<file path="config.mk">
export PLATFORM = sky130hd
export DESIGN_NAME = psi_isolator
export DESIGN_NICKNAME = d
export VERILOG_FILES = /design/src/design/psi_pkg.sv /design/src/design/psi_sync.sv /design/src/design/psi_lane.sv /design/src/design/psi_isolator.sv
export VERILOG_INCLUDE_DIRS = /design/src /design/src/design
export SDC_FILE = /design/constraint.sdc
export NUM_CORES = 1
export LEC_CHECK = 0
export BUFFER_PORTS_ARGS = -buffer_cell sky130_fd_sc_hd__buf_2
export CORE_AREA = 2 2 243 245
export DETAILED_ROUTE_END_ITERATION = 10
export DIE_AREA = 0 0 245 247
export GPL_ROUTABILITY_DRIVEN = 0
export SYNTH_ARGS = -nofsm -noshare
export SYNTH_HDL_FRONTEND = slang
export SYNTH_SLANG_ARGS = --single-unit
</file>
<file path="constraint.sdc">
create_clock -name core_clk -period 1.32 [get_ports core_clk]
set_input_delay 0.132 -clock core_clk [delete_from_list [all_inputs] [get_ports core_clk]]
set_output_delay 0.132 -clock core_clk [all_outputs]
set_load 0.02 [all_outputs]
</file>
<file path="src/design/psi_consts.svh">
`ifndef PSI_CONSTS_SVH
`define PSI_CONSTS_SVH

// ----------------------------------------------------------------
// register offsets (byte addresses, one aligned word each)
// ----------------------------------------------------------------
`define PSI_OFS_CTRL        12'h000
`define PSI_OFS_STATUS      12'h004
`define PSI_OFS_CONFIG      12'h008

// ----------------------------------------------------------------
// field positions
// ----------------------------------------------------------------
`define PSI_CTRL_ISO_BIT    0
`define PSI_STAT_ISO_BIT    0
`define PSI_STAT_REQ_BIT    1
`define PSI_CFG_DEPTH_LSB   0
`define PSI_CFG_MODE_BIT    3
`define PSI_CFG_ENA_LSB     4

// ----------------------------------------------------------------
// reset values and defaults
// ----------------------------------------------------------------
`define PSI_CTRL_RST        32'h0000_0000
`define PSI_RDATA_RST       32'h0000_0000
`define PSI_SYNC_DEPTH_DEF  0
`define PSI_MAX_DEPTH       6
`define PSI_LITE_DEF        1'h0
`define PSI_SCTRL_DEF       1'h0
`define PSI_SSTAT_DEF       1'h0
`define PSI_WCTRL_DEF       1'h1
`define PSI_WSTAT_DEF       1'h1

`endif

</file>
<file path="src/design/psi_pkg.sv">
// ----------------------------------------------------------------
// shared types of the partition signal isolator
// ----------------------------------------------------------------
package psi_pkg;

	// direction of a signal as seen from the partition
	typedef enum logic [1:0] {
		PSI_DIR_IN   = 2'h0,
		PSI_DIR_OUT  = 2'h1,
		PSI_DIR_SAME = 2'h2,
		PSI_DIR_REV  = 2'h3
	} psi_dir_t;

	// how the forcing of a signal is built
	typedef enum logic [1:0] {
		PSI_RES_BUFFER = 2'h0,
		PSI_RES_CLKBUF = 2'h1,
		PSI_RES_INFER  = 2'h2
	} psi_res_t;

	// isolation state, one-hot
	typedef enum logic [1:0] {
		PSI_ST_OPEN = 2'b01,
		PSI_ST_ISOL = 2'b10
	} psi_state_t;

	// apb request from the master
	typedef struct packed {
		logic        psel;
		logic        penable;
		logic        pwrite;
		logic [11:0] paddr;
		logic [31:0] pwdata;
	} psi_apb_req_t;

	// apb answer to the master
	typedef struct packed {
		logic        pready;
		logic        pslverr;
		logic [31:0] prdata;
	} psi_apb_rsp_t;

	// one beat of a control or status stream
	typedef struct packed {
		logic       tvalid;
		logic [7:0] tdata;
	} psi_beat_t;

endpackage

</file>
<file path="src/design/psi_sync.sv">
`timescale 1ns/10ps
`default_nettype none

// ----------------------------------------------------------------
// synchroniser chain, depth zero means a straight wire
// ----------------------------------------------------------------
module psi_sync #(
	parameter int DEPTH = 0,
	parameter int W     = 1
) (
	input  wire logic         core_clk,
	input  wire logic [W-1:0] dIn,
	output logic      [W-1:0] dOut
);
	import psi_pkg::*;

	generate
		if (DEPTH == 0) begin : gWire
			// no crossing: the source shares this clock
			assign dOut = dIn;
		end else begin : gChain
			logic [W-1:0] stage_r [DEPTH];   // flop chain
			logic [W-1:0] stage_nxt [DEPTH]; // next chain values

			// each stage only feeds the next one
			always_comb begin
				stage_nxt[0] = dIn;
				for (int i = 1; i < DEPTH; i++) begin
					stage_nxt[i] = stage_r[i-1];
				end
			end

			// data flops carry no reset, they flush in DEPTH cycles
			always_ff @(posedge core_clk) begin
				stage_r <= stage_nxt;
			end

			assign dOut = stage_r[DEPTH-1];
		end
	endgenerate

endmodule

`default_nettype wire

</file>
<file path="src/design/psi_lane.sv">
`timescale 1ns/10ps
`default_nettype none

// ----------------------------------------------------------------
// one isolated signal: pass through or force a constant
// ----------------------------------------------------------------
module psi_lane #(
	parameter int                W     = 8,
	parameter psi_pkg::psi_res_t RES   = psi_pkg::PSI_RES_INFER,
	parameter logic              DEC   = 1'h1,
	parameter logic [W-1:0]      VALUE = '0
) (
	input  wire logic         core_clk,
	input  wire logic         rst_n,
	input  wire logic         isolate,
	input  wire logic [W-1:0] dIn,
	output logic      [W-1:0] dOut
);
	import psi_pkg::*;

	logic [W-1:0] held_r;   // bits already parked on their value
	logic [W-1:0] held_nxt; // next parked bits
	logic [W-1:0] parked;   // parked bits that still force the output

	// parking lapses the moment isolation drops, not one cycle later,
	// so the lane never stays forced while the status already reads open
	assign parked = held_r & {W{isolate}};

	// a gated bit parks only when its input already equals the value
	always_comb begin
		held_nxt = '0;
		if (isolate) begin
			held_nxt = held_r | ~(dIn ^ VALUE);
		end
	end

	always_ff @(posedge core_clk) begin
		if (!rst_n) begin
			held_r <= '0;
		end else begin
			held_r <= held_nxt;
		end
	end

	// forcing per kind; undecoupled signals ignore isolation
	always_comb begin
		dOut = dIn;
		if (DEC) begin
			case (RES)
				PSI_RES_BUFFER: begin
					// instant switch, may glitch on the way
					dOut = isolate ? VALUE : dIn;
				end
				PSI_RES_CLKBUF: begin
					// parked bits already equal the value: no glitch
					dOut = (VALUE & parked) | (dIn & ~parked);
				end
				default: begin
					// plain mux, one lut per bit
					dOut = isolate ? VALUE : dIn;
				end
			endcase
		end
	end

endmodule

`default_nettype wire

</file>
<file path="src/design/psi_isolator.sv">
`include "psi_consts.svh"
`timescale 1ns/10ps
`default_nettype none

module psi_isolator #(
	parameter int          LANES     = 4,
	parameter int          W         = 32,
	parameter int          VW        = 64,
	parameter int          SYNC_DEPTH = `PSI_SYNC_DEPTH_DEF,
	parameter logic        MODE_SLAVE = 1'h0,
	parameter logic        lite_regs_enable      = `PSI_LITE_DEF,
	parameter logic        stream_control_enable = `PSI_SCTRL_DEF,
	parameter logic        stream_status_enable  = `PSI_SSTAT_DEF,
	parameter logic        wire_control_enable   = `PSI_WCTRL_DEF,
	parameter logic        wire_status_enable    = `PSI_WSTAT_DEF,
	parameter logic [LANES-1:0]   LANE_PRESENT = '1,
	parameter logic [LANES-1:0]   LANE_DEC     = '1,
	parameter logic [LANES-1:0]   LANE_DEF_IN  = '1,
	parameter logic [2*LANES-1:0] LANE_DIR     = {LANES{2'h2}},
	parameter logic [2*LANES-1:0] LANE_RES     = {LANES{2'h2}},
	parameter logic [6*LANES-1:0] LANE_WIDTH   = {LANES{6'h20}},
	parameter logic [VW*LANES-1:0] LANE_VALUE  = '0
) (
	input  wire logic                   core_clk,
	input  wire logic                   rst_n,
	input  wire psi_pkg::psi_apb_req_t  apbReq,
	output psi_pkg::psi_apb_rsp_t       apbRsp,
	input  wire logic                   isolateReq,
	output logic                        isolateStatus,
	input  wire psi_pkg::psi_beat_t     ctrlBeat,
	output logic                        ctrlReady,
	output psi_pkg::psi_beat_t          statBeat,
	input  wire logic                   statReady,
	input  wire logic [LANES*W-1:0]     staticIn,
	input  wire logic [LANES*W-1:0]     partIn,
	output logic      [LANES*W-1:0]     staticOut,
	output logic      [LANES*W-1:0]     partOut
);
	import psi_pkg::*;

	// ----------------------------------------------------------------
	// helper functions
	// ----------------------------------------------------------------

	// mask of the low bits that a signal of this width really has
	function automatic logic [W-1:0] widthMask(input logic [5:0] wid);
		logic [W-1:0] m;
		m = '0;
		for (int b = 0; b < W; b++) begin
			if (b < int'(wid)) begin
				m[b] = 1'h1;
			end
		end
		return m;
	endfunction

	// legal depths are 0 and 2..6; 1 and depths above 6 fall back to none
	function automatic int legalDepth(input int d);
		if (d == 0 || d == 1 || d > `PSI_MAX_DEPTH) begin
			return 0;
		end
		return d;
	endfunction

	// does this signal flow into the partition
	function automatic logic flowsIn(input logic [1:0] dir,
	                                 input logic       defIn);
		logic base;
		base = defIn ^ MODE_SLAVE; // slave mode turns the same and reversed signals
		case (psi_dir_t'(dir))
			PSI_DIR_IN:   flowsIn = 1'h1;
			PSI_DIR_OUT:  flowsIn = 1'h0;
			PSI_DIR_SAME: flowsIn = base;
			default:      flowsIn = ~base;
		endcase
	endfunction

	localparam int DEPTH = legalDepth(SYNC_DEPTH);

	// ----------------------------------------------------------------
	// apb register access
	// ----------------------------------------------------------------
	logic        setupPh;     // setup phase of a transfer
	logic        accessPh;    // access phase of a transfer
	logic        mapped;      // address hits a register
	logic        ctrlBit_r;   // isolate request from software
	logic        ctrlBit_nxt;
	logic [31:0] rdata_r;     // read data captured in setup
	logic [31:0] rdata_nxt;
	logic        err_r;       // error answer captured in setup
	logic        err_nxt;
	psi_state_t  state_r;     // isolation state
	psi_state_t  state_nxt;
	logic        isoReq;      // merged isolate request

	assign setupPh  = apbReq.psel & ~apbReq.penable;
	assign accessPh = apbReq.psel & apbReq.penable;
	assign mapped   = (apbReq.paddr == `PSI_OFS_CTRL) ||
	                  (apbReq.paddr == `PSI_OFS_STATUS) ||
	                  (apbReq.paddr == `PSI_OFS_CONFIG);

	// read data is prepared in setup so that it leaves a flop
	always_comb begin
		rdata_nxt   = rdata_r;
		err_nxt     = err_r;
		ctrlBit_nxt = ctrlBit_r;
		if (setupPh) begin
			rdata_nxt = '0;
			// with the register port absent every access errors
			err_nxt   = ~mapped | ~lite_regs_enable;
			if (lite_regs_enable && !apbReq.pwrite) begin
				case (apbReq.paddr)
					`PSI_OFS_CTRL: begin
						rdata_nxt[`PSI_CTRL_ISO_BIT] = ctrlBit_r;
					end
					`PSI_OFS_STATUS: begin
						rdata_nxt[`PSI_STAT_ISO_BIT] =
							(state_r == PSI_ST_ISOL);
						rdata_nxt[`PSI_STAT_REQ_BIT] = isoReq;
					end
					`PSI_OFS_CONFIG: begin
						rdata_nxt[`PSI_CFG_DEPTH_LSB +: 3] =
							3'(DEPTH);
						rdata_nxt[`PSI_CFG_MODE_BIT] = MODE_SLAVE;
						rdata_nxt[`PSI_CFG_ENA_LSB +: 5] =
							{wire_status_enable, wire_control_enable,
							 stream_status_enable,
							 stream_control_enable, lite_regs_enable};
					end
					default: begin
						rdata_nxt = '0;
					end
				endcase
			end
		end
		// a write lands only on the edge that completes it
		if (accessPh && apbReq.pwrite && lite_regs_enable &&
		    apbReq.paddr == `PSI_OFS_CTRL) begin
			ctrlBit_nxt = apbReq.pwdata[`PSI_CTRL_ISO_BIT];
		end
	end

	always_ff @(posedge core_clk) begin
		if (!rst_n) begin
			ctrlBit_r <= 1'(`PSI_CTRL_RST);
			rdata_r   <= `PSI_RDATA_RST;
			err_r     <= 1'h0;
		end else begin
			ctrlBit_r <= ctrlBit_nxt;
			rdata_r   <= rdata_nxt;
			err_r     <= err_nxt;
		end
	end

	// zero wait states: the access phase is always answered at once
	always_comb begin
		apbRsp.pready  = accessPh;
		apbRsp.pslverr = accessPh & err_r;
		apbRsp.prdata  = rdata_r;
	end

	// ----------------------------------------------------------------
	// stream control channel
	// ----------------------------------------------------------------
	logic streamBit_r;   // isolate request from the stream
	logic streamBit_nxt;

	// absent channel never accepts a beat
	assign ctrlReady = stream_control_enable;

	always_comb begin
		streamBit_nxt = streamBit_r;
		if (ctrlBeat.tvalid && stream_control_enable) begin
			streamBit_nxt = ctrlBeat.tdata[0];
		end
	end

	always_ff @(posedge core_clk) begin
		if (!rst_n) begin
			streamBit_r <= 1'h0;
		end else begin
			streamBit_r <= streamBit_nxt;
		end
	end

	// ----------------------------------------------------------------
	// isolation state
	// ----------------------------------------------------------------

	// any enabled control source can ask for isolation
	assign isoReq = (wire_control_enable & isolateReq) |
	                (lite_regs_enable & ctrlBit_r) |
	                (stream_control_enable & streamBit_r);

	// two states only; the request is level, so it simply follows
	always_comb begin
		case (state_r)
			PSI_ST_OPEN: state_nxt = isoReq ? PSI_ST_ISOL : PSI_ST_OPEN;
			PSI_ST_ISOL: state_nxt = isoReq ? PSI_ST_ISOL : PSI_ST_OPEN;
			default:     state_nxt = PSI_ST_OPEN;
		endcase
	end

	always_ff @(posedge core_clk) begin
		if (!rst_n) begin
			state_r <= PSI_ST_OPEN;
		end else begin
			state_r <= state_nxt;
		end
	end

	// status wire follows the state flop; absent means held low
	assign isolateStatus = wire_status_enable &
	                       (state_r == PSI_ST_ISOL);

	// ----------------------------------------------------------------
	// stream status channel
	// ----------------------------------------------------------------
	logic      statValid_r; // a status beat is waiting
	logic      statValid_nxt;
	logic      statIso_r;   // isolation value carried in the beat
	logic      statIso_nxt;
	logic      isoChange;   // state flips this cycle

	assign isoChange = (state_nxt != state_r);

	// a new change wins over the handshake that drains the beat
	always_comb begin
		statValid_nxt = statValid_r;
		statIso_nxt   = statIso_r;
		if (statValid_r && statReady) begin
			statValid_nxt = 1'h0;
		end
		if (isoChange && stream_status_enable) begin
			statValid_nxt = 1'h1;
			statIso_nxt   = (state_nxt == PSI_ST_ISOL);
		end
	end

	always_ff @(posedge core_clk) begin
		if (!rst_n) begin
			statValid_r <= 1'h0;
			statIso_r   <= 1'h0;
		end else begin
			statValid_r <= statValid_nxt;
			statIso_r   <= statIso_nxt;
		end
	end

	always_comb begin
		statBeat.tvalid = statValid_r;
		statBeat.tdata  = {7'h00, statIso_r};
	end

	// ----------------------------------------------------------------
	// signal lanes
	// ----------------------------------------------------------------
	logic laneIso; // isolation as seen by every lane

	assign laneIso = (state_r == PSI_ST_ISOL);

	generate
		for (genvar g = 0; g < LANES; g++) begin : gLane
			localparam logic       TO_PART = flowsIn(
				LANE_DIR[2*g +: 2], LANE_DEF_IN[g]);
			localparam logic [W-1:0] MASK =
				widthMask(LANE_WIDTH[6*g +: 6]);
			// value bits beyond the width are quietly dropped
			localparam logic [W-1:0] VAL =
				LANE_VALUE[VW*g +: W] & MASK;
			logic [W-1:0] src;    // source side of this signal
			logic [W-1:0] synced; // after the crossing stages
			logic [W-1:0] forced; // after isolation

			assign src = (TO_PART ? staticIn[W*g +: W] :
			                        partIn[W*g +: W]) & MASK;

			psi_sync #(
				.DEPTH (DEPTH),
				.W     (W)
			) uSync (
				.core_clk (core_clk),
				.dIn      (src),
				.dOut     (synced)
			);

			psi_lane #(
				.W     (W),
				.RES   (psi_res_t'(LANE_RES[2*g +: 2])),
				.DEC   (LANE_DEC[g]),
				.VALUE (VAL)
			) uLane (
				.core_clk (core_clk),
				.rst_n    (rst_n),
				.isolate  (laneIso),
				.dIn      (synced),
				.dOut     (forced)
			);

			// absent signals drive zero and ignore their inputs
			assign partOut[W*g +: W] =
				(LANE_PRESENT[g] && TO_PART) ? forced : '0;
			assign staticOut[W*g +: W] =
				(LANE_PRESENT[g] && !TO_PART) ? forced : '0;
		end
	endgenerate

endmodule

`default_nettype wire

</file>
# Yosys cells after proc, flatten, opt, wreduce, memory -nomap -nowiden
# Index checks and enable logic that the tools add are counted.
[op_classes] n_eq_ne=2 muxes=5 bitwise=4 reduce_logical=2
[ops] operator="$mux 32" n=4
[ops] operator="$and 1x1->1" n=3
[ops] operator="$eq 2x1->1 const B" n=1
[ops] operator="$eq 2x2->1 const B" n=1
[ops] operator="$mux 2" n=1
[ops] operator="$reduce_and 2->1" n=1
[ops] operator="$reduce_or 2->1" n=1
[ops] operator="$not 1->1" n=1
[totals] reg_bits=3 in_bits=316 out_inout_bits=301 wordCells=15

# Longest topological paths before layout
[depth] word_depth=3 ltp_mapped=5 ltp_nobuf=3

# Hierarchy
# From an unflattened synthesis, not the netlist that was laid out.
[unflattened] hier_cells=452 area_unflattened_um2=3255.6
[modules_own_cells] mod="psi_isolator" n_inst=1 cells_per_inst=184 area_per_inst_um2=1403.8 seq_area_each_um2=60.1
[modules_own_cells] mod="psi_sync" n_inst=4 cells_per_inst=32 area_per_inst_um2=240.2 seq_area_each_um2=0.0
[modules_own_cells] mod="psi_lane" n_inst=4 cells_per_inst=35 area_per_inst_um2=222.7 seq_area_each_um2=0.0

# Least setup slack after synthesis
# OpenSTA, ideal clock, no wires.
[synth_path] path_kind="register to output" startpoint="register state_r[0]" endpoint="output port partOut[0]" t_arrival_ps=1289 required_ps=1188 path_slack_ps=-101 stages_incl_launch_ff=6 n_path_buf=2 cell_sequence="dfxtp_1 -> inv_1 -> ha_1 -> buf_2 -> buf_4 -> nor2b_1"
[synth_between] elab_chain_len=2
[synth_rtl] item="from (decl)" line="psi_isolator.sv:92" source="psi_state_t state_r;"
[synth_rtl] item="from (signal assigned)" line="psi_isolator.sv:208" source="state_r <= state_nxt;"
[synth_rtl] item="$eq 2x2->1"
[synth_rtl] item="via isolateStatus" line="psi_isolator.sv:29" source="output logic isolateStatus,"
[synth_rtl] item="$mux 32" line="psi_lane.sv:60" source="dOut = isolate ? VALUE : dIn;"
[synth_rtl] item="to (decl)" line="psi_isolator.sv:37" source="output logic [LANES*W-1:0] partOut"
# The timed path passes the listed nets, and every way through them passes these cells.

# Worst setup path in the final report
[layout_path] startpoint="register state_r[0]" endpoint="output port partOut[10]"
[layout_between] elab_chain_len=2
[layout_rtl] item="$eq 2x2->1" line="psi_isolator.sv:260" source="assign laneIso = (state_r == PSI_ST_ISOL);"
[layout_rtl] item="$mux 32" line="psi_lane.sv:60"
# No other way between the ends.

==> results.md <==
- CP Capture Type: output pin
- Total CTS buffers: 3
- Buffers added on ports: 263
- Peak supply drop: 0.626 mV
- CTS H-tree depth: 1
- RSZ-0062 raised after global routing: yes
- Die area: 0.0605 sq mm
- Starting density of the core: just under 4%
- Ys async rst share: 0%
- Sequential cell area: 61.3 sq um
- Mapped Area: around 0.0023 sq mm
- DIE WIDTH: 245 microns
- CTS sink count: 3
- Run status: finished, violations left
- DR WL/cell: 12.1 microns
- GRT Overall Usage: 4.62%
- Vias in the first global route: about 2,100
- Die Span Y: 247 microns
- R2r startpoint: state_r[1]
- Initial antenna violation count: 22
- Setup violators final: 129
- CTS tree: done
- Post-route ant nets: 0
- Min Hold Slack: 0.141 ns
- Setup WS pre-CTS: -0.0845 ns
- First-pass GRT wire length: 18,100 microns
- Leading area contributor after synthesis: buf_4
- Root Buffer: clkbuf_16
- Hold Startpoint: rst_n
- Count leader, synth: buf_4
- Routed WL: 16,700 microns
- Post-Route Skew: 0.00101 ns
- Multi-input logic area: 0.00197 sq mm
- Hold path endpoint: err_r
- Max-cap violations: 0
- Final Hold Vio Count: 0
- Crit share post-route: 118%
- Starting DRT DRC Count: 24
- Placed Instances: 1,358
- Top cell by count, worst path: buf_12
- Failing checks: setup timing
- Hold depth: 2
- Seq/Total Area, Yosys: ~2.6%
- Seq cells post-synth: 3
- Post-layout util: 9.21%
- Synth warnings: 0
- Crit path launch type: register
- CTS clk-pin slew, worst paths: 0.03 ns
- CP required: 1.19 ns
- Top delay family on crit path: buffers and inverters
- Netlist cell types: 14
- P&R area growth vs syn: 133%
- Final min period: 1.56 ns
- Critical Path, Cell by Cell: inv_2, ha_4, buf_12, buf_12, buf_12, nor2b_4, buf_6
- Fin cells: 1,380
- Max Freq: 640 MHz
- Syn avg cell area: 7.07 sq um
- Largest net degree at the start of global routing: 33
- Pins Over Slew Limit: 0
- Top cell type's share of synthesized area: between 50% and 60%
- Total number of vias: 2,691
- Ratio of cells with drive above 1 in the final layout: about three fifths
- HPWL after DPL: 14,600 microns
- Ranking of synthesized cells by area: buf_4 59%, nor2b_1 35%, dfxtp_1 2.6%, buf_2 0.65%, ha_1 0.54%
- Core Region: 0.0582 sq mm
- Slack of the critical path: -0.241 ns
- Leak: 2.74 nW
- Critical Path AT: 1.43 ns
- CTS max path bufs: 2
- Commonest cells post-synth: 181 x buf_4, 129 x nor2b_1, 3 x buf_2, 3 x dfxtp_1
- Synth Flop Type: dfxtp_1
- Worst-skew pair later-pin latency: approximately 0.22 ns
- Drt first pass iters: 4
- NumNets Final: around 920
- Post-synth EDFFs: 0
- Syn Inst Count: 326
- Critical path type: reg2out
- Max incr delay on CP: 0.31 ns
- FF-to-FF setup slack: approximately 0.37 ns
- Min-delay worst type: in2reg
- Row Count: between 80 and 90
- Fillers: 6,772
- Ports: 617
- Critical Path Slowest Stage Cell: dfxtp_2
- Reg2reg path depth: 2
- Worst Path Buf+Inv: 5
- Max FO, Critical Path: 5
- Pwr dens: roughly 470 mW/mm^2
- Reg-to-reg endpoint: state_r[0]
- DRC: 0
- Via-to-Cell Ratio: 1.95
- Aggregate global routing overflow: 0
-- worst reg2reg max path: cells and delay by family, from the launching register on --
family / cells / cell delay (ns)
and+or+nand+nor: 1 / 0.28
adders and majority gates: 1 / 0.21
DFF: 1 / 0.34
-- layer usage --
| layer | global-route usage, % | vias up | wire length [microns] |
|---|---|---|---|
| li1 | - | 1185 | - |
| met1 | 3.63 | 1101 | 4660 |
| met2 | 9.42 | 365 | 8530 |
| met3 | 2.90 | 38 | 3020 |
| met4 | 0.861 | 2 | 427 |
| met5 | 0 | - | 13 |
-- kinds of logic (layout without fill, tap and decap cells) --
logic type,count (synthesis),after routing,synth area share (%)
buffers and inverters,186,290,60.2
DFF,3,3,2.60
and+or+nand+nor,134,134,36.1
other,1,178,0.163
adders and majority gates,1,1,0.543
AOI/OAI and AO/OA,1,1,0.326
-- area by class of cell --
class                      count  area share (%)
multi-input combinational    306            36.8
sequential                     3            1.14
tap                          773            18.0
timing repair buffer         285            42.1
clock buffer                   4            1.47
antenna                        8           0.373
inverter                       1          0.0700
-- state kept, by name (all words and copies together) (netlist names) --
register,count
state_r,2
err_r,1
-- how the worst max path moves through the flow --
stage,from,endpoint,slack (ns),cells after the start
after floorplan,state_r[0],partOut[100],0.02,5
after global placement,state_r[0],partOut[90],-0.09,6
after detailed placement,state_r[0],partOut[90],-0.08,6
after CTS,state_r[0],partOut[15],-0.25,7
after global routing,state_r[0],partOut[10],-0.29,7
final,state_r[0],partOut[10],-0.24,7
-- placed cells by master (no fill, tap or decap), types with 2 or more instances in the layout --
cell       netlist  layout
nor2b_2          0      23
diode_2          0       8
nor2b_4          0      55
dfxtp_1          3       2
clkbuf_16        0       6
buf_6            1      60
buf_12           0       7
buf_2            3     144
nor2b_1        129      51
buf_16           0       5
conb_1           1     170
buf_8            0       2
buf_4          181      64
-- timing repair --
item,CTS,global route
gates resized for setup,154,128
pin swaps,1,0
setup endpoints to repair,126,129
cloned,5,3
setup buffers,2,1
hold buffers,0,0
-- report_power, final --
group | internal (W) | total (W) | switching, W
registers | 0.0000985 | 0.000102 | 0.00000340
clock network | 0.000399 | 0.000482 | 0.0000829
logic | 0.000783 | 0.00195 | 0.00117
total | 0.00128 | 0.00253 | 0.00126
-- stage by stage --
step                setup TNS, ns  total power [W]  cell area, sq um
global placement           -0.657          0.00166              4100
global route               -29.00          0.00269              5350
CTS                        -24.64          0.00237              4780
detailed placement         -0.975          0.00167              4100
floorplan                       0          0.00148              3020
finish                     -21.65          0.00253              5370
Power figures use the tool's default switching activity.
